--- config.mk ---
export PLATFORM = sky130hd
export DESIGN_NAME = prd_pad_ctrl
export DESIGN_NICKNAME = d
export VERILOG_FILES = /design/src/hw/prd_pkg.sv /design/src/hw/prd_pad_sync.sv /design/src/hw/prd_pad_ctrl.sv
export SDC_FILE = /design/constraint.sdc
export NUM_CORES = 1
export LEC_CHECK = 0
export ABC_AREA = 1
export BUFFER_PORTS_ARGS = -buffer_cell sky130_fd_sc_hd__buf_2
export CAP_MARGIN = 20
export CELL_PAD_IN_SITES_DETAIL_PLACEMENT = 1
export CELL_PAD_IN_SITES_GLOBAL_PLACEMENT = 2
export CORE_MARGIN = 5
export CORE_UTILIZATION = 27
export CTS_CLUSTER_SIZE = 12
export DETAILED_ROUTE_END_ITERATION = 7
export GPL_TIMING_DRIVEN = 0
export PLACE_DENSITY_LB_ADDON = 0.1
export SETUP_SLACK_MARGIN = 0.15
export SYNTH_ARGS = -nofsm -noshare
export SYNTH_HDL_FRONTEND = slang
export SYNTH_SLANG_ARGS = --single-unit
--- constraint.sdc ---
create_clock -name clk -period 1.5 [get_ports clk]
set_input_delay 0.15 -clock clk [delete_from_list [all_inputs] [get_ports clk]]
set_output_delay 0.15 -clock clk [all_outputs]
set_load 0.005 [all_outputs]
--- src/hw/prd_pkg.sv ---
// package: widths, carriers and reset values for the pad reset/direction block
package prd_pkg;

  // ----------------------------------------------------------------
  // widths
  // ----------------------------------------------------------------
  localparam int N_CHAN   = 4;
  localparam int BOOT_W   = 4;
  localparam int EXT_IO_W = 16;
  localparam int GP_W     = 8;
  localparam int SCI_W    = 3;
  localparam int AUX_W    = 5;
  localparam int SAI_W    = 6;
  localparam int IN_W     = 15;

  // ----------------------------------------------------------------
  // field positions
  // ----------------------------------------------------------------
  localparam int SCI_CLOCK_BIT = 0;  // then receive 1, transmit 2
  localparam int AUX_CLOCK_BIT = 0;  // controls 3:1, transmit 4

  // ----------------------------------------------------------------
  // carriers
  // ----------------------------------------------------------------
  typedef struct packed {
    logic tx_frame_clock;
    logic tx_bit_clock;
    logic rx1_frame_clock;
    logic rx1_bit_clock;
    logic rx0_frame_clock;
    logic rx0_bit_clock;
  } prd_sai_clk_t;

  typedef struct packed {
    logic [AUX_W-1:0]    aux;
    logic [SCI_W-1:0]    sci;
    logic [GP_W-1:0]     gp;
    logic [EXT_IO_W-1:0] ext;
  } prd_io_t;

  typedef struct packed {
    logic sci_as_gpio;
    logic aux_as_gpio;
    logic osc_out_off;
    logic sync_master;
    logic tx_master;
    logic rx1_master;
    logic rx0_master;
  } prd_cfg_t;

  typedef struct packed {
    logic por;
    logic bod33;
    logic bod18;
  } prd_supply_t;

  // ----------------------------------------------------------------
  // reset values
  // ----------------------------------------------------------------
  localparam prd_cfg_t         CFG_RESET    = '0;
  localparam prd_io_t          IO_DIR_RESET = '0;
  localparam prd_io_t          IO_OUT_RESET = '0;
  localparam logic [BOOT_W-1:0] BOOT_RESET  = 4'h0;

endpackage : prd_pkg

--- src/hw/prd_pad_sync.sv ---
// module: two-flop input synchroniser with registered drive and enable per pin
module prd_pad_sync #(
  parameter int W = 1
) (
  input  wire logic         clk,
  input  wire logic         srst,
  input  wire logic [W-1:0] pin_i,
  input  wire logic [W-1:0] drv_val,
  input  wire logic [W-1:0] drv_en,
  output logic      [W-1:0] pin_o,
  output logic      [W-1:0] pin_oe,
  output logic      [W-1:0] core_in
);

  logic [W-1:0] meta_q;

  // ----------------------------------------------------------------
  // input synchroniser, first stage read only by second
  // ----------------------------------------------------------------
  always_ff @(posedge clk) begin
    if (srst) begin
      meta_q  <= '0;
      core_in <= '0;
    end else begin
      meta_q  <= pin_i;
      core_in <= meta_q;
    end
  end

  // registered drive; pads come up undriven
  always_ff @(posedge clk) begin
    if (srst) begin
      pin_o  <= '0;
      pin_oe <= '0;
    end else begin
      pin_o  <= drv_val;
      pin_oe <= drv_en;
    end
  end

endmodule : prd_pad_sync

--- src/hw/prd_pad_ctrl.sv ---
// module: pad reset state, direction and alternate function control
//
// Function
// RQ1: reset forces master clock, data out, low-side low
// RQ2: audio clocks driven as master, received as slave
// RQ3: audio clock pins are inputs out of reset
// RQ4: high-side outputs idle per strap during reset
// RQ5: strap high means high-side active low
// RQ6: sync master drives pin, slave listens
// RQ7: sync pin undriven while in reset
// RQ8: reset pin low initialises all logic; boot_mode, test_hw_reset and reset_out_n are not cleared by it
// RQ9: boot select captured on reset rising edge
// RQ10: boot value held from reset release
// RQ11: reset asserts internals, oscillator runs, pll off
// RQ12: reset out low on por or brownouts
// RQ13: test reset asserted together with system reset; test_hw_reset follows test_logic_reset_n alone, not system_reset_n
// RQ14: oscillator copy out, firmware may disable it
// RQ15: all general-purpose pins reset to inputs
// RQ16: serial comm pins reset input, gpio capable
// RQ17: aux audio pins reset input, gpio capable
// RQ18: test mode exposes brownouts, pll lock
// RQ19: test mode input held low normally
// RQ20: slave crystal fed from master oscillator
// RQ21: per-port role bit resets slave, steers enables
module prd_pad_ctrl
  import prd_pkg::*;
(
  input  wire logic               clk,
  input  wire logic               srst,
  input  wire logic               system_reset_n,
  input  wire logic               test_logic_reset_n,
  input  wire logic               test_mode,
  input  wire logic               test_pll_sel,
  input  wire logic               pll_lock,
  input  wire logic               pll_request,
  input  wire prd_supply_t        supply,
  input  wire logic [BOOT_W-1:0]  boot_select_inputs,
  input  wire logic               topology_polarity_strap,
  input  wire logic               crystal_in,
  output logic                    buffered_osc_out,
  output logic                    core_reset,
  output logic                    test_hw_reset,
  output logic                    pll_enable,
  output logic                    osc_run,
  output logic                    reset_out_n,
  output logic [BOOT_W-1:0]       boot_mode,
  output logic                    boot_valid,
  input  wire logic               cfg_we,
  input  wire prd_cfg_t           cfg_wdata,
  output prd_cfg_t                cfg_rdata,
  input  wire logic               io_dir_we,
  input  wire prd_io_t            io_dir_wdata,
  input  wire logic               io_out_we,
  input  wire prd_io_t            io_out_wdata,
  output prd_io_t                 io_in,
  input  wire prd_io_t            io_pin_i,
  output prd_io_t                 io_pin_o,
  output prd_io_t                 io_pin_oe,
  input  wire logic [SCI_W-1:0]   sci_fn_o,
  input  wire logic [SCI_W-1:0]   sci_fn_oe,
  input  wire logic [AUX_W-1:0]   aux_fn_o,
  input  wire logic [AUX_W-1:0]   aux_fn_oe,
  input  wire prd_sai_clk_t       sai_clk_core_o,
  output prd_sai_clk_t            sai_clk_core_in,
  input  wire prd_sai_clk_t       sai_clk_i,
  output prd_sai_clk_t            sai_clk_o,
  output prd_sai_clk_t            sai_clk_oe,
  input  wire logic               sync_core_o,
  output logic                    sync_core_in,
  input  wire logic               modulator_sync_i,
  output logic                    modulator_sync_o,
  output logic                    modulator_sync_oe,
  input  wire logic               rx0_serial_in,
  input  wire logic               rx1_serial_in,
  output logic [1:0]              rx_serial_core,
  input  wire logic               mclk_core,
  output logic                    mclk_out,
  input  wire logic               tx_data_core,
  output logic                    tx_serial_out,
  input  wire logic [N_CHAN-1:0]  high_side_core,
  input  wire logic [N_CHAN-1:0]  low_side_core,
  output logic [N_CHAN-1:0]       high_side_drive_out,
  output logic [N_CHAN-1:0]       low_side_drive_out
);

  // ----------------------------------------------------------------
  // synchronised pin inputs
  // ----------------------------------------------------------------
  logic [IN_W-1:0]  in_raw;
  logic [IN_W-1:0]  in_s;
  logic             nres_s, test_logic_reset_n_s, test_s, psel_s, lock_s, strap_s;
  prd_supply_t      sup_s;
  logic [BOOT_W-1:0] bms_s;
  logic             in_reset, rise, nres_d_q;
  prd_cfg_t         cfg_q;
  prd_io_t          dir_q, out_q, io_val_d, io_en_d;
  prd_sai_clk_t     sai_val_d, sai_en_d;

  assign in_raw = {system_reset_n, test_logic_reset_n, test_mode, test_pll_sel, pll_lock,
                   supply, boot_select_inputs, topology_polarity_strap,
                   rx1_serial_in, rx0_serial_in};
  assign {nres_s, test_logic_reset_n_s, test_s, psel_s, lock_s, sup_s, bms_s, strap_s,
          rx_serial_core} = in_s;

  prd_pad_sync #(.W(IN_W)) u_in_sync (
    .clk     (clk),
    .srst    (srst),
    .pin_i   (in_raw),
    .drv_val ('0),
    .drv_en  ('0),
    .pin_o   (),
    .pin_oe  (),
    .core_in (in_s)
  );

  // system reset held while pin low or local reset active
  assign in_reset = srst | ~nres_s; // RQ8
  assign rise     = nres_s & ~nres_d_q;

  // ----------------------------------------------------------------
  // reset fan-out and boot capture
  // ----------------------------------------------------------------
  always_ff @(posedge clk) begin
    if (srst) begin
      nres_d_q      <= 1'b0;
      core_reset    <= 1'b1;
      test_hw_reset <= 1'b1;
      pll_enable    <= 1'b0;
      reset_out_n   <= 1'b0;
    end else begin
      nres_d_q      <= nres_s;
      core_reset    <= ~nres_s; // RQ11
      test_hw_reset <= ~test_logic_reset_n_s; // RQ13
      pll_enable    <= nres_s & pll_request; // RQ11
      reset_out_n   <= ~(sup_s.por | sup_s.bod33 | sup_s.bod18); // RQ12
    end
  end

  // oscillator keeps running in every state
  assign osc_run = 1'b1; // RQ11

  always_ff @(posedge clk) begin
    if (srst) begin
      boot_mode  <= BOOT_RESET;
      boot_valid <= 1'b0;
    end else if (rise) begin
      boot_mode  <= bms_s; // RQ9
      boot_valid <= 1'b1; // RQ10
    end else if (!nres_s) begin
      boot_valid <= 1'b0;
    end
  end

  // ----------------------------------------------------------------
  // firmware configuration, cleared by system reset
  // ----------------------------------------------------------------
  always_ff @(posedge clk) begin
    if (in_reset) begin
      cfg_q <= CFG_RESET; // RQ21
    end else if (cfg_we) begin
      cfg_q <= cfg_wdata;
    end
  end

  always_ff @(posedge clk) begin
    if (in_reset) begin
      dir_q <= IO_DIR_RESET; // RQ15
    end else if (io_dir_we) begin
      dir_q <= io_dir_wdata;
    end
  end

  always_ff @(posedge clk) begin
    if (in_reset) begin
      out_q <= IO_OUT_RESET;
    end else if (io_out_we) begin
      out_q <= io_out_wdata;
    end
  end

  assign cfg_rdata = cfg_q;

  // oscillator copy gated by firmware; clock path, not registered
  assign buffered_osc_out = crystal_in & ~cfg_q.osc_out_off; // RQ14

  // ----------------------------------------------------------------
  // output-only pins: reset levels and polarity
  // ----------------------------------------------------------------
  always_ff @(posedge clk) begin
    if (in_reset) begin
      mclk_out            <= 1'b0; // RQ1
      tx_serial_out       <= 1'b0; // RQ1
      low_side_drive_out  <= '0; // RQ1
      high_side_drive_out <= {N_CHAN{strap_s}}; // RQ4
    end else begin
      mclk_out            <= mclk_core;
      tx_serial_out       <= tx_data_core;
      low_side_drive_out  <= low_side_core;
      high_side_drive_out <= high_side_core ^ {N_CHAN{strap_s}}; // RQ5
    end
  end

  // ----------------------------------------------------------------
  // audio clock pads: role picks direction, test mode overrides
  // ----------------------------------------------------------------
  always_comb begin
    sai_val_d                 = sai_clk_core_o;
    sai_en_d.rx0_bit_clock    = cfg_q.rx0_master & ~in_reset; // RQ2 RQ3
    sai_en_d.rx0_frame_clock  = cfg_q.rx0_master & ~in_reset;
    sai_en_d.rx1_bit_clock    = cfg_q.rx1_master & ~in_reset;
    sai_en_d.rx1_frame_clock  = cfg_q.rx1_master & ~in_reset;
    sai_en_d.tx_bit_clock     = cfg_q.tx_master & ~in_reset;
    sai_en_d.tx_frame_clock   = cfg_q.tx_master & ~in_reset;
    if (test_s) begin
      sai_val_d.tx_bit_clock   = sup_s.bod33; // RQ18
      sai_val_d.tx_frame_clock = psel_s ? lock_s : sup_s.bod18;
      sai_en_d.tx_bit_clock    = 1'b1;
      sai_en_d.tx_frame_clock  = 1'b1;
    end
  end

  prd_pad_sync #(.W(SAI_W)) u_sai_pads (
    .clk     (clk),
    .srst    (srst),
    .pin_i   (sai_clk_i),
    .drv_val (sai_val_d),
    .drv_en  (sai_en_d),
    .pin_o   (sai_clk_o),
    .pin_oe  (sai_clk_oe),
    .core_in (sai_clk_core_in)
  );

  // sync pin floats in reset, driven only by the master
  prd_pad_sync #(.W(1)) u_sync_pad (
    .clk     (clk),
    .srst    (srst),
    .pin_i   (modulator_sync_i),
    .drv_val (sync_core_o),
    .drv_en  (cfg_q.sync_master & ~in_reset), // RQ6 RQ7
    .pin_o   (modulator_sync_o),
    .pin_oe  (modulator_sync_oe),
    .core_in (sync_core_in)
  );

  // ----------------------------------------------------------------
  // general-purpose and alternate-function pads
  // ----------------------------------------------------------------
  always_comb begin
    io_val_d     = out_q;
    io_en_d      = dir_q;
    if (!cfg_q.sci_as_gpio) begin
      io_val_d.sci = sci_fn_o; // RQ16
      io_en_d.sci  = sci_fn_oe;
    end
    if (!cfg_q.aux_as_gpio) begin
      io_val_d.aux = aux_fn_o; // RQ17
      io_en_d.aux  = aux_fn_oe;
    end
    if (in_reset) begin
      io_en_d = '0; // RQ15 RQ16 RQ17
    end
  end

  prd_pad_sync #(.W($bits(prd_io_t))) u_io_pads (
    .clk     (clk),
    .srst    (srst),
    .pin_i   (io_pin_i),
    .drv_val (io_val_d),
    .drv_en  (io_en_d),
    .pin_o   (io_pin_o),
    .pin_oe  (io_pin_oe),
    .core_in (io_in)
  );

  // ----------------------------------------------------------------
  // checks
  // ----------------------------------------------------------------
  a_reset_low_outs: assert property (@(posedge clk) in_reset |=> // RQ1
    (mclk_out == 1'b0) && (tx_serial_out == 1'b0) && (low_side_drive_out == '0))
    else $error("low outputs not low in reset");
  a_clock_role_dir: assert property (@(posedge clk) disable iff (srst) // RQ2
    (!in_reset && !test_s) |=> (sai_clk_oe.rx0_bit_clock == $past(cfg_q.rx0_master))
      && (sai_clk_oe.tx_frame_clock == $past(cfg_q.tx_master)))
    else $error("audio clock direction wrong");
  a_clock_reset_in: assert property (@(posedge clk) // RQ3
    (in_reset && !test_s) |=> (sai_clk_oe == '0))
    else $error("audio clock driven in reset");
  a_high_idle_strap: assert property (@(posedge clk) disable iff (srst) in_reset |=> // RQ4
    high_side_drive_out == {N_CHAN{$past(strap_s)}})
    else $error("high side not idle in reset");
  a_high_polarity: assert property (@(posedge clk) !in_reset |=> // RQ5
    high_side_drive_out == ($past(high_side_core) ^ {N_CHAN{$past(strap_s)}}))
    else $error("high side polarity wrong");
  a_sync_master_dir: assert property (@(posedge clk) disable iff (srst) // RQ6
    !in_reset |=> modulator_sync_oe == $past(cfg_q.sync_master))
    else $error("sync pin direction wrong");
  a_sync_float: assert property (@(posedge clk) in_reset |=> !modulator_sync_oe) // RQ7
    else $error("sync pin driven in reset");
  a_cfg_cleared: assert property (@(posedge clk) in_reset |=> cfg_q == CFG_RESET) // RQ8
    else $error("config not cleared in reset");
  a_boot_capture: assert property (@(posedge clk) disable iff (srst) // RQ9
    rise |=> (boot_mode == $past(bms_s)) && boot_valid)
    else $error("boot mode not captured");
  a_boot_hold: assert property (@(posedge clk) disable iff (srst) // RQ10
    !rise |=> $stable(boot_mode))
    else $error("boot mode changed after capture");
  a_pll_off_reset: assert property (@(posedge clk) disable iff (srst) // RQ11
    !nres_s |=> core_reset && !pll_enable)
    else $error("pll on or core out of reset");
  a_reset_out: assert property (@(posedge clk) disable iff (srst) // RQ12
    (sup_s.por || sup_s.bod33 || sup_s.bod18) |=> !reset_out_n)
    else $error("reset out not asserted");
  a_osc_gate: assert property (@(posedge clk) // RQ14
    cfg_q.osc_out_off |-> !buffered_osc_out)
    else $error("oscillator copy not disabled");
  a_io_inputs: assert property (@(posedge clk) in_reset |=> io_pin_oe == '0) // RQ15
    else $error("general pins driven in reset");
  a_test_expose: assert property (@(posedge clk) disable iff (srst) // RQ18
    test_s |=> sai_clk_oe.tx_bit_clock && (sai_clk_o.tx_bit_clock == $past(sup_s.bod33)))
    else $error("brownout not exposed in test");

endmodule : prd_pad_ctrl

# Word level (Yosys, flattened, before mapping)

Index checks and enable logic that the tools add are counted.

Add/sub/neg operators: 0
Multipliers: 0
Div/mod/pow operators: 0
Magnitude comparators: 0
Eq/ne operators: 1
Shift-type cells: 0
Mux-type cells: 10
Bitwise logic cells: 17
Reduce and logical (&&, ||, !) cells: 1

Operators by type and width:

| operator             | number |
|---|---|
| $mux W5              | 2 |
| $and A1 B1 Y1        | 7 |
| $mux W3              | 2 |
| $not A1 Y1           | 6 |
| $mux W2              | 2 |
| $mux W4              | 1 |
| $xor A4 B4 Y4        | 1 |
| $mux W1              | 3 |
| $or A1 B1 Y1         | 3 |
| $ne A2 B2 Y1 const B | 1 |
| $reduce_or A2 Y1     | 1 |

Bits in registers: 277
Bits in latches: 0
Bits in writable memories: 0
ROM bits: 0
Input port bits: 165
Output and inout port bits: 147
Word-level logic and storage cells: 69
Memories: 0

# Logic depth before layout (Yosys ltp)

Gate-level depths: netlist of run 1.

Word-level depth: 5
Mapped depth: 7

# By module

A second synthesis of run 1 with hierarchy kept.

Cell total of the unflattened synthesis: 1,196
Area, all modules: 9,928.3 µm²

Modules (own cells, without submodules):

| module                     | times used | cells an instance | area an instance (µm²) |
|---|---|---|---|
| prd_pad_ctrl               | 1          | 525               | 3,727.3 |
| prd_pad_sync at u_io_pads  | 1          | 398               | 3,677.3 |
| prd_pad_sync at u_in_sync  | 1          | 187               | 1,730.4 |
| prd_pad_sync at u_sai_pads | 1          | 74                | 683.2 |
| prd_pad_sync at u_sync_pad | 1          | 12                | 110.1 |

# Worst setup path after synthesis of run 1

Ideal clock, no wire load.

Path kind: register -> register
Start point: register u_in_sync.core_in[14]
End point: register dir_q[0] (netlist name)
Library setup time: 0.115 ns
Arrival: 0.968 ns
Required time: 1.385 ns
Path slack: 0.416 ns
Cell stages (with the launch flop): 8
Clock period less this slack: 1.084 ns
Path through: dfxtp_1 > buf_4 > inv_2 > nor2_8 > inv_2 > buf_6 > buf_6 > a21oi_2

Cells in the longest elaborated chain, start to end: 2

Ends and longest elaborated chain:

| element                | line                | RTL |
|---|---|---|
| from (decl)            | prd_pad_sync.sv:12  | `output logic [W-1:0] core_in` |
| from (signal assigned) | prd_pad_sync.sv:26  | `core_in <= meta_q;` |
| $not A1 Y1             | prd_pad_ctrl.sv:117 | `assign in_reset = srst \| ~nres_s;` |
| $or A1 B1 Y1           | prd_pad_ctrl.sv:117 |  |
| to (signal assigned)   | prd_pad_ctrl.sv:169 | `dir_q <= io_dir_wdata;` |
| to (decl)              | prd_pad_ctrl.sv:96  | `prd_io_t dir_q, out_q, io_val_d, io_en_d;` |

Every way passes these cells.
A chain may end at the register's enable or synchronous reset.

# Worst setup path after layout of run 1

Start point: register u_in_sync.core_in[14]
End point: register out_q, in the netlist io_val_d[22]

Cells in the longest elaborated chain, start to end: 2

Ends and longest elaborated chain:

| element              | line                | RTL |
|---|---|---|
| $not A1 Y1           | prd_pad_ctrl.sv:117 |  |
| $or A1 B1 Y1         | prd_pad_ctrl.sv:117 |  |
| to (signal assigned) | prd_pad_ctrl.sv:177 | `out_q <= io_out_wdata;` |
| to (decl)            | prd_pad_ctrl.sv:96  |  |

Every way passes these cells.

==> out/metrics.yaml, run 1 <==
status:
  status: "finished clean"
setup_path:
  critical_path_peak_fanout: 10
  critical_path_class: "register to register"
  path_buf_inv: 5
  arrival_ns: 1.70
  crit_chain: "buf_6, inv_2, nor2_8, inv_4, buf_6, buf_6, a21oi_2"
  critPathMaxStageDelay_ns: 0.32
  cpLargestDelayFamily: "buffers and inverters"
  worstSetupEndpointType: "register"
  cp_data_required_time_ns: 1.93
  worst_path_max_delay_cell: "dfxtp_1"
  start_kind: "register"
  cpMostUsedCell: "buf_6"
place:
  gp_congestion: 0.710
  place_area_sq_mm: 0.0106
  hpwl_mm: 19.4
  pre_cts_slack_ns: 0.157
  placedCellCount: 1710
  portBuffers: 306
sta:
  timing.setup.tns_ns: 0
  tightest_slew_ns: 0.574
  period_needed_ns: 1.27
  fmax_mhz: 789
  finalHoldViolations: 0
  maxSlewHeadroom_pct: 61.8
  setup_viol: 0
  drv_slew: 0
  fin_crit_sh_pct: 84.5
  rsz0062_at_grt: "yes"
  finClkSkew_ns: 0.0135
  setup_ws_ns: 0.232
grt:
  antenna_found_initial: 0
  grt_pass1_vias: 8192
  overflow: 0
  grt_pass1_wl_mm: 43.7
  grtUsageTotal_pct: 15.4
  grt_max_degree: 13
detailed_routing:
  ant_nets: 0
  first_pass_iters: 4
  wire_per_inst_um: 14.1
  route.detailed.drc: 0
  drtIter0Drc: 164
  viasPerCell: 3.99
  wirelength_mm: 27.3
  vias: 7697
pwr:
  power_mw: 17.0
  irDropWorstVdd_uv: 734
  p_leak_nw: 6.45
  p_per_area_mw_per_mm2: 1270
cts:
  clkSlewWorstSetupHoldPaths_ns: 0.06
  cts_inserted_buffers: 34
  cts.sinks: 274
  root_buffer: "clkbuf_16"
  cts_setup_buffers: 0
  clk_path_buf_depth: 3
  cts_tree: "yes"
  clock_latency_ns: 0.50
  htreeDepth: 2
final_layout:
  multi_input_area_sq_mm: 0.00204
  final_nets: 1673
  syn2layout_area_growth_pct: 56.6
  drive_above_1_share_pct: 27.7
  ff_latch_area_sq_mm: 0.00549
  fillers: 3801
  antenna_cells: 0
  final_area_sq_mm: 0.0134
  final_cells: 1930
logic_synthesis:
  syn_inst: 1002
  syn_nets: 1167
  synth_cell_types: 18
  postSynthAreaPerCell_sq_um: 8.52
  yosysSeqAreaShare_pct: 64.2
  netlist_area_sq_mm: 0.00854
  yosys_warnings: 0
  yosys_register_bits: 274
floorplanning:
  rows: 65
  ios: 312
  die_area_sq_mm: 0.0353
  die-width_um: 188
  core_area_sq_mm: 0.0314
  die_height_um: 188
  start_util_pct: 27.2
hold_path:
  worstHoldPathType: "primary input to register"
flow_run:
  max_cap_violations: 0
[metal layers]
layer	vias up	global-route usage, %	routed length, um
met1	3511	18.4	11600
met5	-	0	0
met4	0	5.05	772
li1	3926	-	-
met3	49	4.15	1690
met2	211	26.8	13300
[flip-flops by register name, summed over array words and instances, names as in the netlist, 3 cells and up]
signal and cells:
u_io_pads.core_in 32, u_sai_pads.pin_o 6, u_in_sync.meta_q 15, u_sai_pads.core_in 6, high_side_drive_out 4, io_val_d 24
u_io_pads.pin_o 32, u_sai_pads.pin_oe 3, out_q 8, u_in_sync.core_in 15, cfg_rdata 7, dir_q 32
u_io_pads.meta_q 32, low_side_drive_out 4, u_io_pads.pin_oe 32, u_sai_pads.meta_q 6, boot_mode 4
[worst reg2reg max path, cell delays in order, from the launching register on]
cell and delay, ns:
dfxtp_1 0.32, buf_6 0.13, inv_2 0.07, nor2_8 0.15
inv_4 0.08, buf_6 0.16, buf_6 0.17, a21oi_2 0.13
[cell families after synthesis]
| family | synth area share, % |
|---|---|
| compound gates | 6.15 |
| simple gates | 17.7 |
| buf+inv | 11.9 |
| other cells | 0.0439 |
| flops | 64.2 |
[cell type report]
class                      instances  share of cell area, %
sequential                       274                   41.0
tap                              402                   3.76
timing repair buffer             470                   23.7
buffer                            52                   2.32
multi-input combinational        485                   15.2
clock buffer                      50                   7.96
inverter                         191                   5.38
clock inverter                     6                  0.627
[final timing paths]
path                    startpoint            end  slack, ns  cells after the start
max          u_in_sync.core_in[14]   io_val_d[22]       0.23                      7
min                      io_out_we   io_val_d[23]       0.06                      4
max reg2reg  u_in_sync.core_in[14]   io_val_d[22]       0.23                      7
min reg2reg  u_in_sync.core_in[13]  test_hw_reset       0.37                      1
[synthesized netlist by cell type]
master      n  share of area (%)
a21oi_1    61                3.6
a21oi_2    20                2.1
buf_1       1              0.044
buf_2      28                1.6
buf_4       7               0.62
buf_6       6               0.79
clkbuf_1   10               0.44
clkinv_1    1              0.044
conb_1      1              0.044
dfxtp_1   274                 64
inv_1     188                8.3
inv_2       2              0.088
nand2_1   180                7.9
nand3_1    10               0.59
nor2_1    202                8.9
nor2_8      1               0.23
nor3_1      1              0.059
o21ai_0     9               0.53
[cells in the final DEF (no fill, tap or decap)]
cell type      count
buf_2            332
dfxtp_1          273
nor2_1           202
inv_1            188
nand2_1          180
dlygate4sd3_1    164
a21oi_1           61
clkbuf_16         37
a21oi_2           20
clkbuf_1          14
nand3_1           10
o21ai_0            9
clkbuf_8           9
buf_6              7
buf_4              6
clkinv_2           3
clkbuf_4           2
bufinv_16          2
inv_2              1
nor2_8             1
inv_4              1
clkinv_1           1
nor3_1             1
buf_1              1
conb_1             1
dfxtp_2            1
inv_6              1
[power by group]
part	switching, mW	total, mW	internal, mW
Sequential	0.0608	7.55	7.49
Clock	3.02	8.25	5.23
Combinational	0.547	1.19	0.645
[timing repair]
item	4_1_cts	5_1_grt
endpoints found under the setup margin	1	71
hold buffers	164	0
gates resized for setup	1	4
endpoints found under the hold margin	160	0
[through the flow]
| stage | hold slack (ns) | utilization (%) |
|---|---|---|
| after floorplan | 0.257 | - |
| after global placement | 0.352 | 33.7 |
| after detailed placement | 0.360 | 33.7 |
| after CTS | 0.0351 | 42.6 |
| after global routing | 0.0983 | 42.6 |
| final | 0.0640 | 42.6 |
No activity file was read; power rests on OpenSTA's default activity.
==> run 2: changes to the inputs <==
==> constraint.sdc (replaced) <==
create_clock -name clk -period 1.2 [get_ports clk]
set_input_delay 0.12 -clock clk [delete_from_list [all_inputs] [get_ports clk]]
set_output_delay 0.12 -clock clk [all_outputs]
set_load 0.005 [all_outputs]
==> run 2 against run 1 <==
Compared with the run above: first-iteration DRC count is 5.5% lower; global-route usage is 0.66 points higher; the run now ends with negative setup slack left; critical path type unchanged; critical endpoint is now low_side_drive_out[0]; total power is 16% higher; worst hold slack worse by 0.016 ns; cell area is 7.2% higher; die area stayed put; critical path depth is 1 higher; via count is 0.82% higher; combinational power is 42% higher; cell count is 1.1% higher; clock-buffer cell count is 3 lower.
==> out/metrics.yaml, run 2 (synthesized netlist as in run 1, its figures left out) <==
status:
  status: "finished, violations left"  # was finished clean
  violations: "negative setup slack"
sta:
  timing.setup.tns_ns: -0.0473  # was 0 ns
  fin_crit_sh_pct: 101  # was 84.5%
  finalHoldViolations: 0  # unchanged
  maxSlewHeadroom_pct: 59.4  # was 61.8%
  rsz0062_at_grt: "yes"  # unchanged
  finClkSkew_ns: 0.00593  # was 0.0135 ns
  setup_ws_ns: -0.0173  # was 0.232 ns
  tightest_slew_ns: 0.609  # was 0.574 ns
  period_needed_ns: 1.22  # was 1.27 ns
  fin_hold_ws_ns: 0.0483  # was 0.0640 ns
  drv_slew: 0  # unchanged
  setup_viol: 7  # was 0
  fmax_mhz: 821  # was 789 MHz
cts:
  root_buffer: "clkbuf_16"  # unchanged
  cts_inserted_buffers: 30  # was 34
  clock_latency_ns: 0.55  # was 0.50 ns
  cts_tree: "yes"  # unchanged
  htreeDepth: 1  # was 2
  clkSlewWorstSetupHoldPaths_ns: 0.06  # about the same
  cts.sinks: 274  # unchanged
  clk_path_buf_depth: 3  # unchanged
final_layout:
  syn2layout_area_growth_pct: 67.9  # was 56.6%
  final_cells: 1952  # was 1930
  final_common_cell: "buf_2"  # unchanged
  layout_common_cells: "buf_2 (272), dfxtp_1 (201), inv_1 (188), nor2_1 (185), nand2_1 (179)"  # was buf_2 (332), dfxtp_1 (273), nor2_1 (202), inv_1 (188), nand2_1 (180)
  final_nets: 1692  # was 1673
  drive_above_1_share_pct: 36.3  # was 27.7%
floorplanning:
  ios: 312  # unchanged
  start_util_pct: 27.2  # unchanged
  die_area_sq_mm: 0.0353  # unchanged
  die-width_um: 188  # unchanged
  die_height_um: 188  # unchanged
  rows: 65  # unchanged
  core_area_sq_mm: 0.0314  # unchanged
hold_path:
  worstHoldPathType: "primary input to register"  # unchanged
place:
  portBuffers: 306  # unchanged
  placedCellCount: 1710  # unchanged
  hpwl_mm: 19.5  # was 19.4 mm
  gp_congestion: 0.712  # was 0.710
setup_path:
  arrival_ns: 1.70  # about the same
  critical_path_peak_fanout: 7  # was 10
  start_kind: "register"  # unchanged
  cp_data_required_time_ns: 1.69  # was 1.93 ns
  critical_path_class: "register to register"  # unchanged
  r2r_slack_ns: -0.02  # was 0.23 ns
  worstSetupEndpointType: "register"  # unchanged
detailed_routing:
  drtIter0Drc: 155  # was 164
  first_pass_iters: 4  # unchanged
  vias: 7760  # was 7697
  wirelength_mm: 28.7  # was 27.3 mm
  viasPerCell: 3.98  # was 3.99
  ant_nets: 0  # unchanged
  wire_per_inst_um: 14.7  # was 14.1 um
  route.detailed.drc: 0  # unchanged
pwr:
  p_leak_nw: 6.68  # was 6.45 nW
  power_mw: 19.7  # was 17.0 mW
  p_per_area_mw_per_mm2: 1370  # was 1270 mW/mm^2
  irDropWorstVdd_uv: 1020  # was 734 uV
grt:
  grtUsageTotal_pct: 16.0  # was 15.4%
  grt_max_degree: 16  # was 13
  overflow: 0  # unchanged
  grt_pass1_wl_mm: 45.5  # was 43.7 mm
  antenna_found_initial: 5  # was 0
  grt_pass1_vias: 8348  # was 8192
flow_run:
  max_cap_violations: 0  # unchanged
[run 2: worst paths after layout]
kind | to | cells after the start | from
hold / removal | nres_d_q | 3 | srst
setup / recovery | low_side_drive_out[0] | 8 | u_in_sync.core_in[14]
hold reg to reg | test_hw_reset | 1 | u_in_sync.core_in[13]
setup reg to reg | low_side_drive_out[0] | 8 | u_in_sync.core_in[14]
[run 2: repair_timing]
action,in CTS,in global routing
pin swaps,3,8
setup buffers,11,3
endpoints found under the hold margin,159,0
gates cloned,8,0
hold buffers,165,0
resized for setup,156,90
setup endpoints to repair,270,268
[run 2: area by class of cell]
cell class              instances  area (sq um)
fillers                      3681         17100
flip-flops and latches        274          5580
repair buffers                493          3900
multi-input cells             485          2280
clock buffers                  47           875
inverters                     191           731
well taps                     402           503
plain buffers                  52           430
clock inverters                 5          36.3
diodes                          3          7.51
[run 2: metal layers]
layer | up-vias | global-route usage [%] | wire [um]
li1 | 3965 | - | -
met1 | 3548 | 19.1 | 12000
met2 | 198 | 28.8 | 14300
met3 | 45 | 4.17 | 1690
met4 | 4 | 4.04 | 661
met5 | - | 0 | 27
[run 2: power breakdown]
part	switching [mW]	internal, mW
clock	3.59	4.95
combinational	0.746	0.942
sequential	0.0865	9.36
total	4.42	15.3
[run 2: stage by stage]
stage                     utilization [%]  area (sq um)  setup slack [ns]
final                                45.7         14300           -0.0173
after global routing                 45.7         14300           -0.0667
after CTS                            44.6         14000           -0.0542
after detailed placement             33.7         10600           -0.0994
after global placement               33.7         10600            -0.104
after floorplan                         -          8560             0.152
[run 2: critical path: stages, from the launching register on]
cell     delay, ns
dfxtp_2       0.32
buf_6         0.11
inv_6         0.04
nor2_8        0.12
inv_8         0.07
buf_12        0.16
buf_12        0.13
buf_16        0.13
nor2_4        0.07
